### src/verilog/sgpsc_pkg.sv
// Purpose: constants and types of the global port and storm config bank
// Assumes: 40 MHz single clock, registers reached over APB
// Notes:   offsets are word indices; byte address is four times the index
// ---------------------------------------------------------------------------
// Operation
// RULE1: bit 7 enables repeater mode, resets 0
// RULE2: software sets all ports 100Base-TX half duplex
// RULE3: software disables PHY auto-negotiation in repeater mode
// RULE4: bit 6 half duplex, reset from strap
// RULE5: bit 5 flow control, reset from strap
// RULE6: bit 4 selects 10Mbps, clear 100Mbps
// RULE7: speed bit loaded from speed strap
// RULE8: bit 3 replaces null VID with port VID
// RULE9: threshold is bits 2:0 joined with next register
// RULE10: interval 67ms at 100BT, 500ms at 10BT
// RULE11: threshold resets to 000 and 0x63
// RULE12: software keeps factory test registers at reset
// RULE13: over-threshold port drops broadcast until next interval
// ---------------------------------------------------------------------------
package sgpsc_pkg;

  // ---------------------------------------------------------------------------
  // clock and timing
  // ---------------------------------------------------------------------------
  localparam int unsigned CLK_HZ          = 40_000_000; // system clock rate
  localparam int unsigned TICK_MS         = 1;          // divider tick period
  localparam int unsigned TICK_CYC        = CLK_HZ / 1000 * TICK_MS;
  localparam int unsigned STORM_100_MS    = 67;         // 100BT interval
  localparam int unsigned STORM_10_MS     = 500;        // 10BT interval
  localparam int unsigned STORM_100_TICKS = STORM_100_MS / TICK_MS;
  localparam int unsigned STORM_10_TICKS  = STORM_10_MS / TICK_MS;

  // ---------------------------------------------------------------------------
  // register indices (byte address = index * 4)
  // ---------------------------------------------------------------------------
  localparam logic [5:0] IDX_MODE_HI  = 6'h06; // repeater, mii, storm high
  localparam logic [5:0] IDX_STORM_LO = 6'h07; // storm threshold low byte
  localparam logic [5:0] IDX_FTEST_A  = 6'h08; // factory test a
  localparam logic [5:0] IDX_FTEST_B  = 6'h09; // factory test b
  localparam logic [5:0] IDX_FTEST_C  = 6'h0A; // factory test c
  localparam logic [5:0] IDX_STATUS   = 6'h10; // per-port drop flags, RO

  // ---------------------------------------------------------------------------
  // field positions of the mode register
  // ---------------------------------------------------------------------------
  localparam int unsigned BIT_REPEATER = 7;
  localparam int unsigned BIT_HALF_DUP = 6;
  localparam int unsigned BIT_FLOW_EN  = 5;
  localparam int unsigned BIT_SPEED10  = 4;
  localparam int unsigned BIT_NULL_VID = 3;
  localparam int unsigned STORM_HI_MSB = 2;
  localparam int unsigned THR_W        = 11; // threshold width
  localparam int unsigned VID_W        = 12; // vlan identifier width

  // ---------------------------------------------------------------------------
  // reset values
  // ---------------------------------------------------------------------------
  localparam logic       RST_REPEATER = 1'b0;
  localparam logic       RST_NULL_VID = 1'b0;
  localparam logic [2:0] RST_STORM_HI = 3'h0;
  localparam logic [7:0] RST_STORM_LO = 8'h63;
  localparam logic [7:0] RST_FTEST_A  = 8'h00;
  localparam logic [7:0] RST_FTEST_B  = 8'h24;
  localparam logic [7:0] RST_FTEST_C  = 8'h35;

  // ---------------------------------------------------------------------------
  // configuration carrier
  // ---------------------------------------------------------------------------
  typedef struct packed {
    logic             repeater; // repeater mode on
    logic             half_dup; // mii half duplex
    logic             flow_en;  // mii full-duplex flow control
    logic             speed10;  // mii at 10Mbps
    logic             null_vid; // null vid replacement
    logic [THR_W-1:0] storm_thr;// storm threshold in 64-byte blocks
  } sgpsc_cfg_t;

endpackage

### src/verilog/sgpsc_storm.sv
// Purpose: per-port broadcast storm interval counting and drop decision
// Assumes: blk_i pulses once per 64-byte block of broadcast data
// Notes:   interval is timed in divider ticks, one timer per port
`timescale 1ns/10ps
module sgpsc_storm
  import sgpsc_pkg::*;
#(
  parameter int unsigned NPORTS = 3,  // switch ports
  parameter int unsigned PER_W  = 9,  // interval tick counter width
  parameter int unsigned BLK_W  = 12  // block counter width
) (
  // clock and reset
  input  wire logic             clk_i,
  input  wire logic             rst_n_i,
  // timing and threshold
  input  wire logic             tick_i,
  input  wire logic [THR_W-1:0] thr_i,
  // per-port activity
  input  wire logic [NPORTS-1:0] port_10_i,
  input  wire logic [NPORTS-1:0] blk_i,
  output logic      [NPORTS-1:0] drop_o
);

  // ---------------------------------------------------------------------------
  // state
  // ---------------------------------------------------------------------------
  logic [PER_W-1:0] tick_cnt [NPORTS]; // ticks elapsed in interval
  logic [BLK_W-1:0] blk_cnt  [NPORTS]; // blocks seen in interval
  logic [NPORTS-1:0] ivl_end;          // last tick of the interval

  // interval length in ticks for the port speed
  function automatic logic [PER_W-1:0] ivl_len(input logic is10);
    ivl_len = is10 ? PER_W'(STORM_10_TICKS) : PER_W'(STORM_100_TICKS);
  endfunction

  // interval end decode
  always_comb begin
    for (int p = 0; p < NPORTS; p++) begin
      ivl_end[p] = tick_i && (tick_cnt[p] >= ivl_len(port_10_i[p]) - 1'b1);
    end
  end

  // interval timers, see RULE10
  always_ff @(posedge clk_i) begin
    for (int p = 0; p < NPORTS; p++) begin
      if (!rst_n_i) begin
        tick_cnt[p] <= '0;
      end else if (ivl_end[p]) begin
        tick_cnt[p] <= '0;
      end else if (tick_i) begin
        tick_cnt[p] <= tick_cnt[p] + 1'b1;
      end
    end
  end

  // block counters; saturate so a long storm cannot wrap back under
  always_ff @(posedge clk_i) begin
    for (int p = 0; p < NPORTS; p++) begin
      if (!rst_n_i) begin
        blk_cnt[p] <= '0;
      end else if (ivl_end[p]) begin
        blk_cnt[p] <= BLK_W'(blk_i[p]);
      end else if (blk_i[p] && !(&blk_cnt[p])) begin
        blk_cnt[p] <= blk_cnt[p] + 1'b1;
      end
    end
  end

  // drop once the count exceeds the threshold, see RULE13 RULE9
  always_ff @(posedge clk_i) begin
    for (int p = 0; p < NPORTS; p++) begin
      if (!rst_n_i) begin
        drop_o[p] <= 1'b0;
      end else if (ivl_end[p]) begin
        drop_o[p] <= 1'b0;
      end else if (blk_cnt[p] > BLK_W'(thr_i)) begin
        drop_o[p] <= 1'b1;
      end
    end
  end

  // ---------------------------------------------------------------------------
  // checks
  // ---------------------------------------------------------------------------
  a_drop_cause: assert property ( // see RULE13
    @(posedge clk_i) disable iff (!rst_n_i)
    $rose(drop_o[0]) |-> $past(blk_cnt[0]) > BLK_W'($past(thr_i)))
    else $error("drop raised without threshold exceeded");

  a_drop_holds: assert property ( // see RULE13
    @(posedge clk_i) disable iff (!rst_n_i)
    drop_o[0] && !ivl_end[0] |=> drop_o[0])
    else $error("drop released inside interval");

  a_interval_end: assert property ( // see RULE10
    @(posedge clk_i) disable iff (!rst_n_i)
    ivl_end[0] |=> tick_cnt[0] == '0 && !drop_o[0])
    else $error("interval end did not restart port");

endmodule

### src/verilog/sgpsc_top.sv
// Purpose: global repeater, switch mii and storm threshold register bank
// Assumes: APB slave, zero wait states, straps held stable during reset
// Notes:   reset must stay low at least five edges to latch the straps
//
// Chosen here: register access over APB.
`timescale 1ns/10ps
module sgpsc_top
  import sgpsc_pkg::*;
#(
  parameter int unsigned NPORTS    = 3,        // switch ports
  parameter int unsigned TICK_CYCS = TICK_CYC  // cycles per divider tick
) (
  // clock and reset
  input  wire logic              CLK_I,
  input  wire logic              RST_N_I,
  // apb slave
  input  wire logic              PSEL_I,
  input  wire logic              PENABLE_I,
  input  wire logic              PWRITE_I,
  input  wire logic [7:0]        PADDR_I,
  input  wire logic [31:0]       PWDATA_I,
  input  wire logic [3:0]        PSTRB_I,
  output logic      [31:0]       PRDATA_O,
  output logic                   PREADY_O,
  output logic                   PSLVERR_O,
  // strap pins
  input  wire logic              DUPLEX_STRAP_PIN_I,
  input  wire logic              FLOW_CTRL_STRAP_PIN_I,
  input  wire logic              SPEED_STRAP_PIN_I,
  // mode outputs
  output logic                   REPEATER_EN_O,
  output logic                   MII_HALF_DUPLEX_O,
  output logic                   MII_FLOW_CTRL_O,
  output logic                   MII_SPEED_10_O,
  output logic      [THR_W-1:0]  STORM_THRESH_O,
  // storm protection
  input  wire logic [NPORTS-1:0] PORT_SPEED_10_I,
  input  wire logic [NPORTS-1:0] BCAST_BLK_I,
  output logic      [NPORTS-1:0] BCAST_DROP_O,
  // vid replacement path
  input  wire logic              VID_VALID_I,
  input  wire logic [VID_W-1:0]  VID_I,
  input  wire logic [VID_W-1:0]  PORT_VID_I,
  output logic                   VID_VALID_O,
  output logic      [VID_W-1:0]  VID_O
);

  // ---------------------------------------------------------------------------
  // declarations
  // ---------------------------------------------------------------------------
  sgpsc_cfg_t  cfg;          // live configuration
  logic [7:0]  ftest_a;      // factory test a
  logic [7:0]  ftest_b;      // factory test b
  logic [7:0]  ftest_c;      // factory test c
  logic [2:0]  strap_s1;     // strap sync stage 1
  logic [2:0]  strap_s2;     // strap sync stage 2
  logic [2:0]  strap_s3;     // strap sync stage 3
  logic [2:0]  strap_f;      // filtered strap level
  logic [5:0]  idx;          // word index of the access
  logic        mapped;       // address hits a register
  logic        wr_en;        // write in access phase
  logic        rd_setup;     // read in setup phase
  logic [7:0]  rd_byte;      // read mux result
  logic [7:0]  wbyte;        // low write lane
  localparam int unsigned DIV_W = $clog2(TICK_CYCS); // divider width
  logic [DIV_W-1:0] div_cnt; // tick divider
  logic        tick;         // one-cycle tick enable

  // decode of a register index from an apb address
  function automatic logic is_mapped(input logic [5:0] i);
    is_mapped = (i == IDX_MODE_HI) || (i == IDX_STORM_LO) ||
                (i == IDX_FTEST_A) || (i == IDX_FTEST_B)  ||
                (i == IDX_FTEST_C) || (i == IDX_STATUS);
  endfunction

  // ---------------------------------------------------------------------------
  // apb decode
  // ---------------------------------------------------------------------------
  // misaligned addresses are treated as unmapped
  assign idx       = PADDR_I[7:2];
  assign mapped    = is_mapped(idx) && (PADDR_I[1:0] == 2'b00);
  assign wr_en     = PSEL_I && PENABLE_I && PWRITE_I && mapped && PSTRB_I[0];
  assign rd_setup  = PSEL_I && !PENABLE_I && !PWRITE_I;
  assign wbyte     = PWDATA_I[7:0];
  // no wait states; error only in the access phase of an unmapped address
  assign PREADY_O  = 1'b1;
  assign PSLVERR_O = PSEL_I && PENABLE_I && !mapped;

  // ---------------------------------------------------------------------------
  // strap synchronisers
  // ---------------------------------------------------------------------------
  // pins are asynchronous; stage 1 feeds stage 2 only
  always_ff @(posedge CLK_I) begin
    strap_s1 <= {SPEED_STRAP_PIN_I, FLOW_CTRL_STRAP_PIN_I,
                 DUPLEX_STRAP_PIN_I};
    strap_s2 <= strap_s1;
    strap_s3 <= strap_s2;
  end

  // a change counts once stages 2 and 3 agree
  always_ff @(posedge CLK_I) begin
    for (int b = 0; b < 3; b++) begin
      if (strap_s2[b] == strap_s3[b]) begin
        strap_f[b] <= strap_s3[b];
      end
    end
  end

  // ---------------------------------------------------------------------------
  // mode register
  // ---------------------------------------------------------------------------
  // while reset is low the strap bits follow the filtered pins, so the
  // value at release is the latched strap; both threshold halves live
  // here so the configuration word has a single writer
  always_ff @(posedge CLK_I) begin
    if (!RST_N_I) begin
      cfg.repeater <= RST_REPEATER;    // see RULE1
      cfg.half_dup <= strap_f[0];      // see RULE4
      cfg.flow_en  <= strap_f[1];      // see RULE5
      cfg.speed10  <= strap_f[2];      // see RULE7
      cfg.null_vid <= RST_NULL_VID;    // see RULE8
      cfg.storm_thr[THR_W-1:8] <= RST_STORM_HI; // see RULE11
      cfg.storm_thr[7:0]       <= RST_STORM_LO; // see RULE11
    end else if (wr_en && idx == IDX_MODE_HI) begin
      cfg.repeater <= wbyte[BIT_REPEATER]; // see RULE1
      cfg.half_dup <= wbyte[BIT_HALF_DUP]; // see RULE4
      cfg.flow_en  <= wbyte[BIT_FLOW_EN];  // see RULE5
      cfg.speed10  <= wbyte[BIT_SPEED10];  // see RULE6
      cfg.null_vid <= wbyte[BIT_NULL_VID]; // see RULE8
      cfg.storm_thr[THR_W-1:8] <= wbyte[STORM_HI_MSB:0]; // see RULE9
    end else if (wr_en && idx == IDX_STORM_LO) begin
      cfg.storm_thr[7:0] <= wbyte;         // see RULE9
    end
  end

  // ---------------------------------------------------------------------------
  // factory test registers
  // ---------------------------------------------------------------------------
  // kept writable; they steer nothing here, software must leave them
  always_ff @(posedge CLK_I) begin
    if (!RST_N_I) begin
      ftest_a <= RST_FTEST_A; // see RULE12
      ftest_b <= RST_FTEST_B; // see RULE12
      ftest_c <= RST_FTEST_C; // see RULE12
    end else if (wr_en) begin
      if (idx == IDX_FTEST_A) begin
        ftest_a <= wbyte;
      end
      if (idx == IDX_FTEST_B) begin
        ftest_b <= wbyte;
      end
      if (idx == IDX_FTEST_C) begin
        ftest_c <= wbyte;
      end
    end
  end

  // ---------------------------------------------------------------------------
  // read path
  // ---------------------------------------------------------------------------
  // read mux; unmapped reads as zero
  always_comb begin
    rd_byte = 8'h00;
    case (idx)
      IDX_MODE_HI: begin
        rd_byte = {cfg.repeater, cfg.half_dup, cfg.flow_en, cfg.speed10,
                   cfg.null_vid, cfg.storm_thr[THR_W-1:8]};
      end
      IDX_STORM_LO: begin
        rd_byte = cfg.storm_thr[7:0];
      end
      IDX_FTEST_A: begin
        rd_byte = ftest_a;
      end
      IDX_FTEST_B: begin
        rd_byte = ftest_b;
      end
      IDX_FTEST_C: begin
        rd_byte = ftest_c;
      end
      IDX_STATUS: begin
        rd_byte = 8'(BCAST_DROP_O);
      end
      default: begin
        rd_byte = 8'h00;
      end
    endcase
    if (PADDR_I[1:0] != 2'b00) begin
      rd_byte = 8'h00;
    end
  end

  // sampled in setup so the data stands through the access phase
  always_ff @(posedge CLK_I) begin
    if (!RST_N_I) begin
      PRDATA_O <= 32'h0000_0000;
    end else if (rd_setup) begin
      PRDATA_O <= {24'h00_0000, rd_byte};
    end
  end

  // ---------------------------------------------------------------------------
  // mode outputs
  // ---------------------------------------------------------------------------
  // repeater mode trusts software to have set ports per RULE2 and RULE3
  assign REPEATER_EN_O     = cfg.repeater;  // see RULE1
  assign MII_HALF_DUPLEX_O = cfg.half_dup;  // see RULE4
  assign MII_FLOW_CTRL_O   = cfg.flow_en;   // see RULE5
  assign MII_SPEED_10_O    = cfg.speed10;   // see RULE6
  assign STORM_THRESH_O    = cfg.storm_thr; // see RULE9

  // ---------------------------------------------------------------------------
  // null vid replacement
  // ---------------------------------------------------------------------------
  // one cycle of latency; a zero vid takes the ingress port's default
  always_ff @(posedge CLK_I) begin
    if (!RST_N_I) begin
      VID_VALID_O <= 1'b0;
      VID_O       <= '0;
    end else begin
      VID_VALID_O <= VID_VALID_I;
      if (VID_VALID_I) begin // see RULE8
        VID_O <= (cfg.null_vid && VID_I == '0) ? PORT_VID_I : VID_I;
      end
    end
  end

  // ---------------------------------------------------------------------------
  // tick divider
  // ---------------------------------------------------------------------------
  // millisecond ticks keep the interval counters narrow
  always_ff @(posedge CLK_I) begin
    if (!RST_N_I) begin
      div_cnt <= '0;
    end else if (tick) begin
      div_cnt <= '0;
    end else begin
      div_cnt <= div_cnt + 1'b1;
    end
  end

  assign tick = (div_cnt == DIV_W'(TICK_CYCS - 1));

  // ---------------------------------------------------------------------------
  // storm counting
  // ---------------------------------------------------------------------------
  sgpsc_storm #(
    .NPORTS (NPORTS)
  ) u_storm (
    .clk_i     (CLK_I),
    .rst_n_i   (RST_N_I),
    .tick_i    (tick),
    .thr_i     (cfg.storm_thr),
    .port_10_i (PORT_SPEED_10_I),
    .blk_i     (BCAST_BLK_I),
    .drop_o    (BCAST_DROP_O)
  );

  // ---------------------------------------------------------------------------
  // checks
  // ---------------------------------------------------------------------------
  a_repeater_write: assert property ( // see RULE1
    @(posedge CLK_I) disable iff (!RST_N_I)
    wr_en && idx == IDX_MODE_HI |=> REPEATER_EN_O == $past(PWDATA_I[7]))
    else $error("repeater bit not written");

  a_repeater_reset: assert property ( // see RULE1
    @(posedge CLK_I) !RST_N_I |=> !REPEATER_EN_O)
    else $error("repeater not cleared by reset");

  a_duplex_strap: assert property ( // see RULE4
    @(posedge CLK_I) !RST_N_I ##1 RST_N_I
    |-> MII_HALF_DUPLEX_O == $past(strap_f[0]))
    else $error("duplex strap not latched");

  a_flow_write: assert property ( // see RULE5
    @(posedge CLK_I) disable iff (!RST_N_I)
    wr_en && idx == IDX_MODE_HI |=> MII_FLOW_CTRL_O == $past(PWDATA_I[5]))
    else $error("flow control bit not written");

  a_speed_write: assert property ( // see RULE6
    @(posedge CLK_I) disable iff (!RST_N_I)
    wr_en && idx == IDX_MODE_HI |=> MII_SPEED_10_O == $past(PWDATA_I[4]))
    else $error("speed bit not written");

  a_speed_strap: assert property ( // see RULE7
    @(posedge CLK_I) !RST_N_I ##1 RST_N_I
    |-> MII_SPEED_10_O == $past(strap_f[2]))
    else $error("speed strap not latched");

  a_vid_replace: assert property ( // see RULE8
    @(posedge CLK_I) disable iff (!RST_N_I)
    VID_VALID_I && VID_I == '0 && cfg.null_vid
    |=> VID_VALID_O && VID_O == $past(PORT_VID_I))
    else $error("null vid not replaced");

  a_thresh_join: assert property ( // see RULE9
    @(posedge CLK_I) disable iff (!RST_N_I)
    wr_en && idx == IDX_STORM_LO
    |=> STORM_THRESH_O == {$past(STORM_THRESH_O[10:8]), $past(PWDATA_I[7:0])})
    else $error("threshold low byte not joined");

  a_thresh_reset: assert property ( // see RULE11
    @(posedge CLK_I) !RST_N_I
    |=> STORM_THRESH_O == {RST_STORM_HI, RST_STORM_LO})
    else $error("threshold reset value wrong");

endmodule

### config.mk
export PLATFORM = sky130hd
export DESIGN_NAME = sgpsc_top
export DESIGN_NICKNAME = d
export VERILOG_FILES = /design/src/verilog/sgpsc_pkg.sv /design/src/verilog/sgpsc_storm.sv /design/src/verilog/sgpsc_top.sv
export SDC_FILE = /design/constraint.sdc
export NUM_CORES = 1
export LEC_CHECK = 0
export ABC_AREA = 0
export BUFFER_PORTS_ARGS = -buffer_cell sky130_fd_sc_hd__buf_2
export CORE_MARGIN = 2
export CORE_UTILIZATION = 60
export DETAILED_ROUTE_END_ITERATION = 10
export GPL_TIMING_DRIVEN = 0
export PLACE_DENSITY = 0.89
export SLEW_MARGIN = 5
export SYNTH_ARGS = -nofsm -noshare
export SYNTH_HDL_FRONTEND = slang
export SYNTH_SLANG_ARGS = --single-unit
### constraint.sdc
create_clock -name CLK_I -period 5.45 [get_ports CLK_I]
set_input_delay 0.2725 -clock CLK_I [delete_from_list [all_inputs] [get_ports CLK_I]]
set_output_delay 0.2725 -clock CLK_I [all_outputs]
set_load 0.05 [all_outputs]
==> impl_metrics.toml, run 1 <==
[run_status]
status = "finished clean"

[clocking]
cts_tree = "done"
clkSlewWorstSetupHoldPaths_ps = 60
clock_sinks = 155
cts_resized = 0
cts_setup_buffers = 0
cts-root-buf = "clkbuf_16"
cts_made_buffers = 17
ctsHoldBuffers = 3
clockBufferDepth = 2
clkLatencyLatePin_ps = 430
cts-htree-levels = 4

[hold_path]
hp-class = "primary input to register"
whs_endpoint = "VID_O[5]"
min-delay-start = "VID_I[5]"
hold_depth = 3

[detailed_routing]
drc = 0
ant_nets = 0
dr.first_iter.drc_count = 733
avgRoutedWirePerCell_um = 16.3
dr_total_vias = 6961
viasPerCell = 5.76
firstDrtPassIters = 5
totalWireLength_um = 19700

[grt]
first_global_vias = 6817
met3_usage_pct = 6.82
grt_max_degree = 37
grt_busiest_layer = "met2"
antenna_found_initial = 0
gr-total-overflow = 0
use_met1_pct = 34.1
grt_first_pass_wirelength_um = 32600
grt_use_total_pct = 27.5
grt_use_met2_pct = 45.6

[logic_synthesis]
yosysMostFrequentCell = "dfxtp_1"
synth.avg_cell_area_sq_um = 9.78
synthArstFlopShare_pct = 0
ys_seq_area_share_pct = 44.2
synthTopCellsByArea = "edfxtp_1, dfxtp_1, ha_1, buf_4, nand3_1"
synth_top_area_share_pct = 24.2
ys.flop_type = "dfxtp_1"
yosysUniqueCellTypes = 68
synth_cells = 877
synth_common_cells = "dfxtp_1, nand2_1, edfxtp_1, nor2_1, nand3_1"
synth-edff-count = 69
netlist_area_sq_um = 8580
synth_area_leader_cell = "edfxtp_1"
ys.warnings.count = 0
synth_seq_cells = 155

[critical_path]
critPathKind = "register to register"
worst_ep_arrival_time_ps = 2710
reg2reg_to = "u_storm.blk_cnt[1][10]"
reg2reg_from = "u_storm.tick_cnt[1][0]"
startpoint_type = "register"
cp.required_ps = 5450
r2r_slack_ps = 2740
r2r_cells = 7
end_kind = "register"
cp_max_fo = 12

[finish]
drive_gt1_share_pct = 21.4
seqCellArea_sq_um = 3790
syn_to_final_growth_pct = 16.3
final_cell_area_sq_um = 9980
final_nets = 1154
fillers = 1020
multiInputGateArea_sq_um = 4300
diodes = 0

[power]
peakVddDrop_uv = 312
power_density_nw_per_um2 = 283
power.total_uw = 2820
power.leakage_uw = 0.00398

[floorplanning]
dieArea_sq_um = 15300
die_x_um = 124
fp-row-count = 43
ioPinCount = 148
start_util_pct = 61.6
core_area_sq_um = 13900
die_h_um = 124

[timing]
fin_ws_ps = 2740
slew-limit-headroom_pct = 19.6
worst_pin_slew_ps = 1200
hold_violations = 0
setup_viol = 0
max_freq_mhz = 369
min_period_ps = 2710
skew_ps = 4.56
timing.final.crit_share_pct = 49.7
finalMaxSlewViolations = 0
tns_ps = 0
rsz0062_at_grt = "false"

[placement]
dp_hpwl_um = 14100
io_buffers = 94
gp_congestion = 0.878
place_ws_ps = 2730
place_area_sq_um = 9360

[flow_run]
cap_viol_max_count = 0
-- report_power, final --
group          switching (uW)  internal, uW  total (uW)
registers                49.8          1260        1310
clock network             501           685        1190
logic                     206           113         319
-- per-stage QoR --
stage                     std cells  hold WS (ps)  util (%)
after floorplan                 900           300         -
after global placement         1174           313      67.2
after detailed placement       1174           312      67.2
after CTS                      1209           114      71.6
after global routing           1209           125      71.6
final                          1209           127      71.6
-- cell type report --
| cell class | count | area share [%] |
|---|---|---|
| Tap cell | 180 | 2.26 |
| Clock buffer | 18 | 4.30 |
| Timing Repair Buffer | 97 | 5.02 |
| Sequential cell | 155 | 38.0 |
| Buffer | 67 | 4.46 |
| Multi-Input combinational cell | 644 | 43.1 |
| Inverter | 34 | 1.28 |
| Clock inverter | 14 | 1.59 |
-- logic make-up after synthesis --
group,Yosys count,share of synthesized area (%)
simple gates,338,21.2
flops,155,44.2
compound gates,142,11.0
buf+inv,101,6.68
xor+xnor,68,6.94
fa+ha+maj,55,8.02
mux,16,1.87
other cells,2,0.0875
-- registers in the layout, summed over array words and instances (netlist names), 3 cells and up --
signal and count:
u_storm.drop_o 3, strap_s2 3, ftest_b 8, u_storm.tick_cnt 27, PRDATA_O 8, strap_f 3, ftest_c 8, div_cnt 16
STORM_THRESH_O 11, u_storm.blk_cnt 36, strap_s3 3, VID_O 12, ftest_a 8, strap_s1 3
-- worst max path at each step --
stage                      startpoint                     end  slack [ps]  depth (start not counted)
2_1_floorplan  u_storm.tick_cnt[1][0]   u_storm.blk_cnt[1][0]        3150                          7
3_3_place_gp   u_storm.tick_cnt[1][0]   u_storm.blk_cnt[1][4]        2810                          7
3_5_place_dp   u_storm.tick_cnt[1][0]   u_storm.blk_cnt[1][4]        2730                          7
4_1_cts        u_storm.tick_cnt[1][0]  u_storm.blk_cnt[1][10]        2710                          7
5_1_grt         u_storm.blk_cnt[2][0]   u_storm.blk_cnt[2][2]        2540                          5
6_report       u_storm.tick_cnt[1][0]  u_storm.blk_cnt[1][10]        2740                          7
-- critical path, stage by stage, from the launching register on --
cell and delay [ps]:
edfxtp_1 460, inv_1 90, ha_1 210, nand2b_1 130, a2111oi_0 440, o31a_2 270, a21oi_2 120, nand3b_1 560
-- cell usage in the layout (no fill, tap or decap), drive strengths merged, types with 29 or more instances in the layout --
cell    netlist  final
edfxtp       69     69
a21oi        41     41
nor2         79     79
nand2        73     73
xnor2        34     34
nor3         32     32
nand3        63     63
dfxtp        86     86
inv          34     41
ha           55     55
clkbuf       11     29
o21ai        30     30
xor2         34     34
buf          56    150
-- routing by layer --
| layer | up-vias | wire, um |
|---|---|---|
| met5 | - | 0 |
| met4 | 0 | 458 |
| met3 | 42 | 1400 |
| met2 | 234 | 9660 |
| met1 | 3315 | 8140 |
| li1 | 3370 | - |
(Power assumes the default switching activity.)
==> run 2: changes to the inputs <==
Settings changed: CORE_UTILIZATION 60 to 51, PLACE_DENSITY 0.89 to 0.81.
Clock period 5.45 ns to 2.4 ns, I/O delays scaled along.
==> run 2 against run 1 <==
Final area rose by 4.6%. Non-clock buffer count up 34. Cell count increased by 6.1%. Global-route usage decreased by 4.4 points. Sequential power grew 130%. Worst setup slack worse by 2600 ps. Sequential share of layout area down 1.7 points. Maximum frequency increased by 22%. Combinational power rose by 140%. Critical path type unchanged.
==> impl_metrics.toml, run 2 (same netlist as run 1, synthesis figures left out) <==
[grt]
grt_max_degree = 37
grt_use_total_pct = 23.0
grt_first_pass_wirelength_um = 32800
antenna_found_initial = 0
gr-total-overflow = 0
first_global_vias = 6638

[placement]
place_area_sq_um = 9410
dp_hpwl_um = 14000
io_buffers = 94
place_ws_ps = -335
gp_congestion = 0.870

[run_status]
status = "finished clean"

[finish]
syn_to_final_growth_pct = 21.6
largestRegisters = "u_storm.blk_cnt: 36 flops, u_storm.tick_cnt: 27 flops, div_cnt: 16 flops"
drive_gt1_share_pct = 21.8
multiInputGateArea_sq_um = 4350
seqCellArea_sq_um = 3790
diodes = 0
final_nets = 1188
final_cell_mix = "buf_2, dfxtp_1, nand2_1"
fillers = 1331
postLayoutCoreUtil_pct = 63.1
top_register = "u_storm.blk_cnt"
layout_commonest_cell = "buf_2"
largest_reg_flops = 36
final_cell_area_sq_um = 10400

[detailed_routing]
dr.first_iter.drc_count = 495
viasPerCell = 5.40
totalWireLength_um = 20200
avgRoutedWirePerCell_um = 15.8
drc = 0
ant_nets = 0
firstDrtPassIters = 5
dr_total_vias = 6931

[timing]
slew-limit-headroom_pct = 48.8
timing.final.crit_share_pct = 92.8
finalMaxSlewViolations = 0
skew_ps = 6.20
min_period_ps = 2230
max_freq_mhz = 449
fin_ws_ps = 172
rsz0062_at_grt = "false"
hold_violations = 0
worst_pin_slew_ps = 768
holdWs_ps = 12.7
setup_viol = 0

[critical_path]
critPathSlowestCell = "edfxtp_1"
crit_family = "compound AO/OA/AOI/OAI gates"
cp_max_fo = 12
critPathKind = "register to register"
path_cells = "inv_1, ha_1, nand2b_1, a211o_1, a21oi_4, o21ai_1, a21o_2"
crit_buf_inv = 1
end_kind = "register"
cp.required_ps = 2550
worst-path-stages = 7
startpoint_type = "register"
critPathMaxStageDelay_ps = 470
r2r_cells = 7
reg2reg_to = "u_storm.blk_cnt[0][4]"
reg2reg_from = "u_storm.tick_cnt[0][0]"
worst_ep_arrival_time_ps = 2380
r2r_slack_ps = 170

[power]
peakVddDrop_uv = 542
power.leakage_uw = 0.00415
power_density_nw_per_um2 = 622
power.total_uw = 6490

[floorplanning]
fp-row-count = 47
start_util_pct = 51.9
die_h_um = 134
dieArea_sq_um = 17900
core_area_sq_um = 16500
ioPinCount = 148
die_x_um = 134

[clocking]
cts-htree-levels = 4
clkLatencyLatePin_ps = 420
cts_made_buffers = 17
cts-root-buf = "clkbuf_16"
clock_sinks = 155
clockBufferDepth = 2
cts_tree = "done"
clkSlewWorstSetupHoldPaths_ps = 60

[flow_run]
cap_viol_max_count = 0

[hold_path]
hp-class = "primary input to register"
whs_endpoint = "ftest_b[1]"
hold_depth = 3
min-delay-start = "PWDATA_I[1]"
==> run 2: stage by stage <==
| step | TNS (ps) | cells |
|---|---|---|
| 6_report | 0 | 1283 |
| 5_1_grt | 0 | 1283 |
| 4_1_cts | 0 | 1281 |
| 3_5_place_dp | -7440 | 1214 |
| 3_3_place_gp | -6320 | 1214 |
| 2_1_floorplan | 0 | 900 |
==> run 2: final cells by class <==
class,instances,share of cell area (%)
inverter,34,1.22
timing repair buffer,131,7.94
clock inverter,8,0.624
multi-input combinational,644,41.7
sequential,155,36.4
tap,220,2.64
clock buffer,24,5.23
buffer,67,4.33
==> run 2: how the worst max path moves through the flow <==
| stage | from | slack, ps | to |
|---|---|---|---|
| after CTS | u_storm.tick_cnt[1][0] | 20 | u_storm.blk_cnt[1][11] |
| after detailed placement | u_storm.tick_cnt[1][0] | -340 | u_storm.blk_cnt[1][4] |
| after floorplan | u_storm.tick_cnt[1][0] | 100 | u_storm.blk_cnt[1][0] |
| final | u_storm.tick_cnt[0][0] | 170 | u_storm.blk_cnt[0][4] |
| after global routing | u_storm.tick_cnt[1][0] | 30 | u_storm.blk_cnt[1][11] |
| after global placement | u_storm.tick_cnt[1][0] | -290 | u_storm.blk_cnt[1][4] |
==> run 2: routing by layer <==
layer / wire length (um) / global-route usage (%)
met1: 8790 / 29.8
met2: 9910 / 39.0
met3: 1250 / 4.83
met4: 298 / 6.86
met5: 0 / 0
==> run 2: worst min-delay path: stages <==
cell and delay (ps):
buf_2 150, nand2_1 70, a21boi_1 50
==> run 2: where the power goes <==
group / total (uW) / internal (uW) / leakage [uW] / switching [uW]
logic: 779 / 297 / 0.00244 / 483
registers: 2980 / 2870 / 0.00141 / 115
clock network: 2730 / 1610 / 0.000304 / 1120
==> run 2: timing repair <==
item	4_1_cts	5_1_grt
buffers inserted	3	2
setup endpoints to repair	36	84
pin swaps	1	0
gates resized for setup	1	11
hold buffers	32	0
hold endpoints to repair	22	0
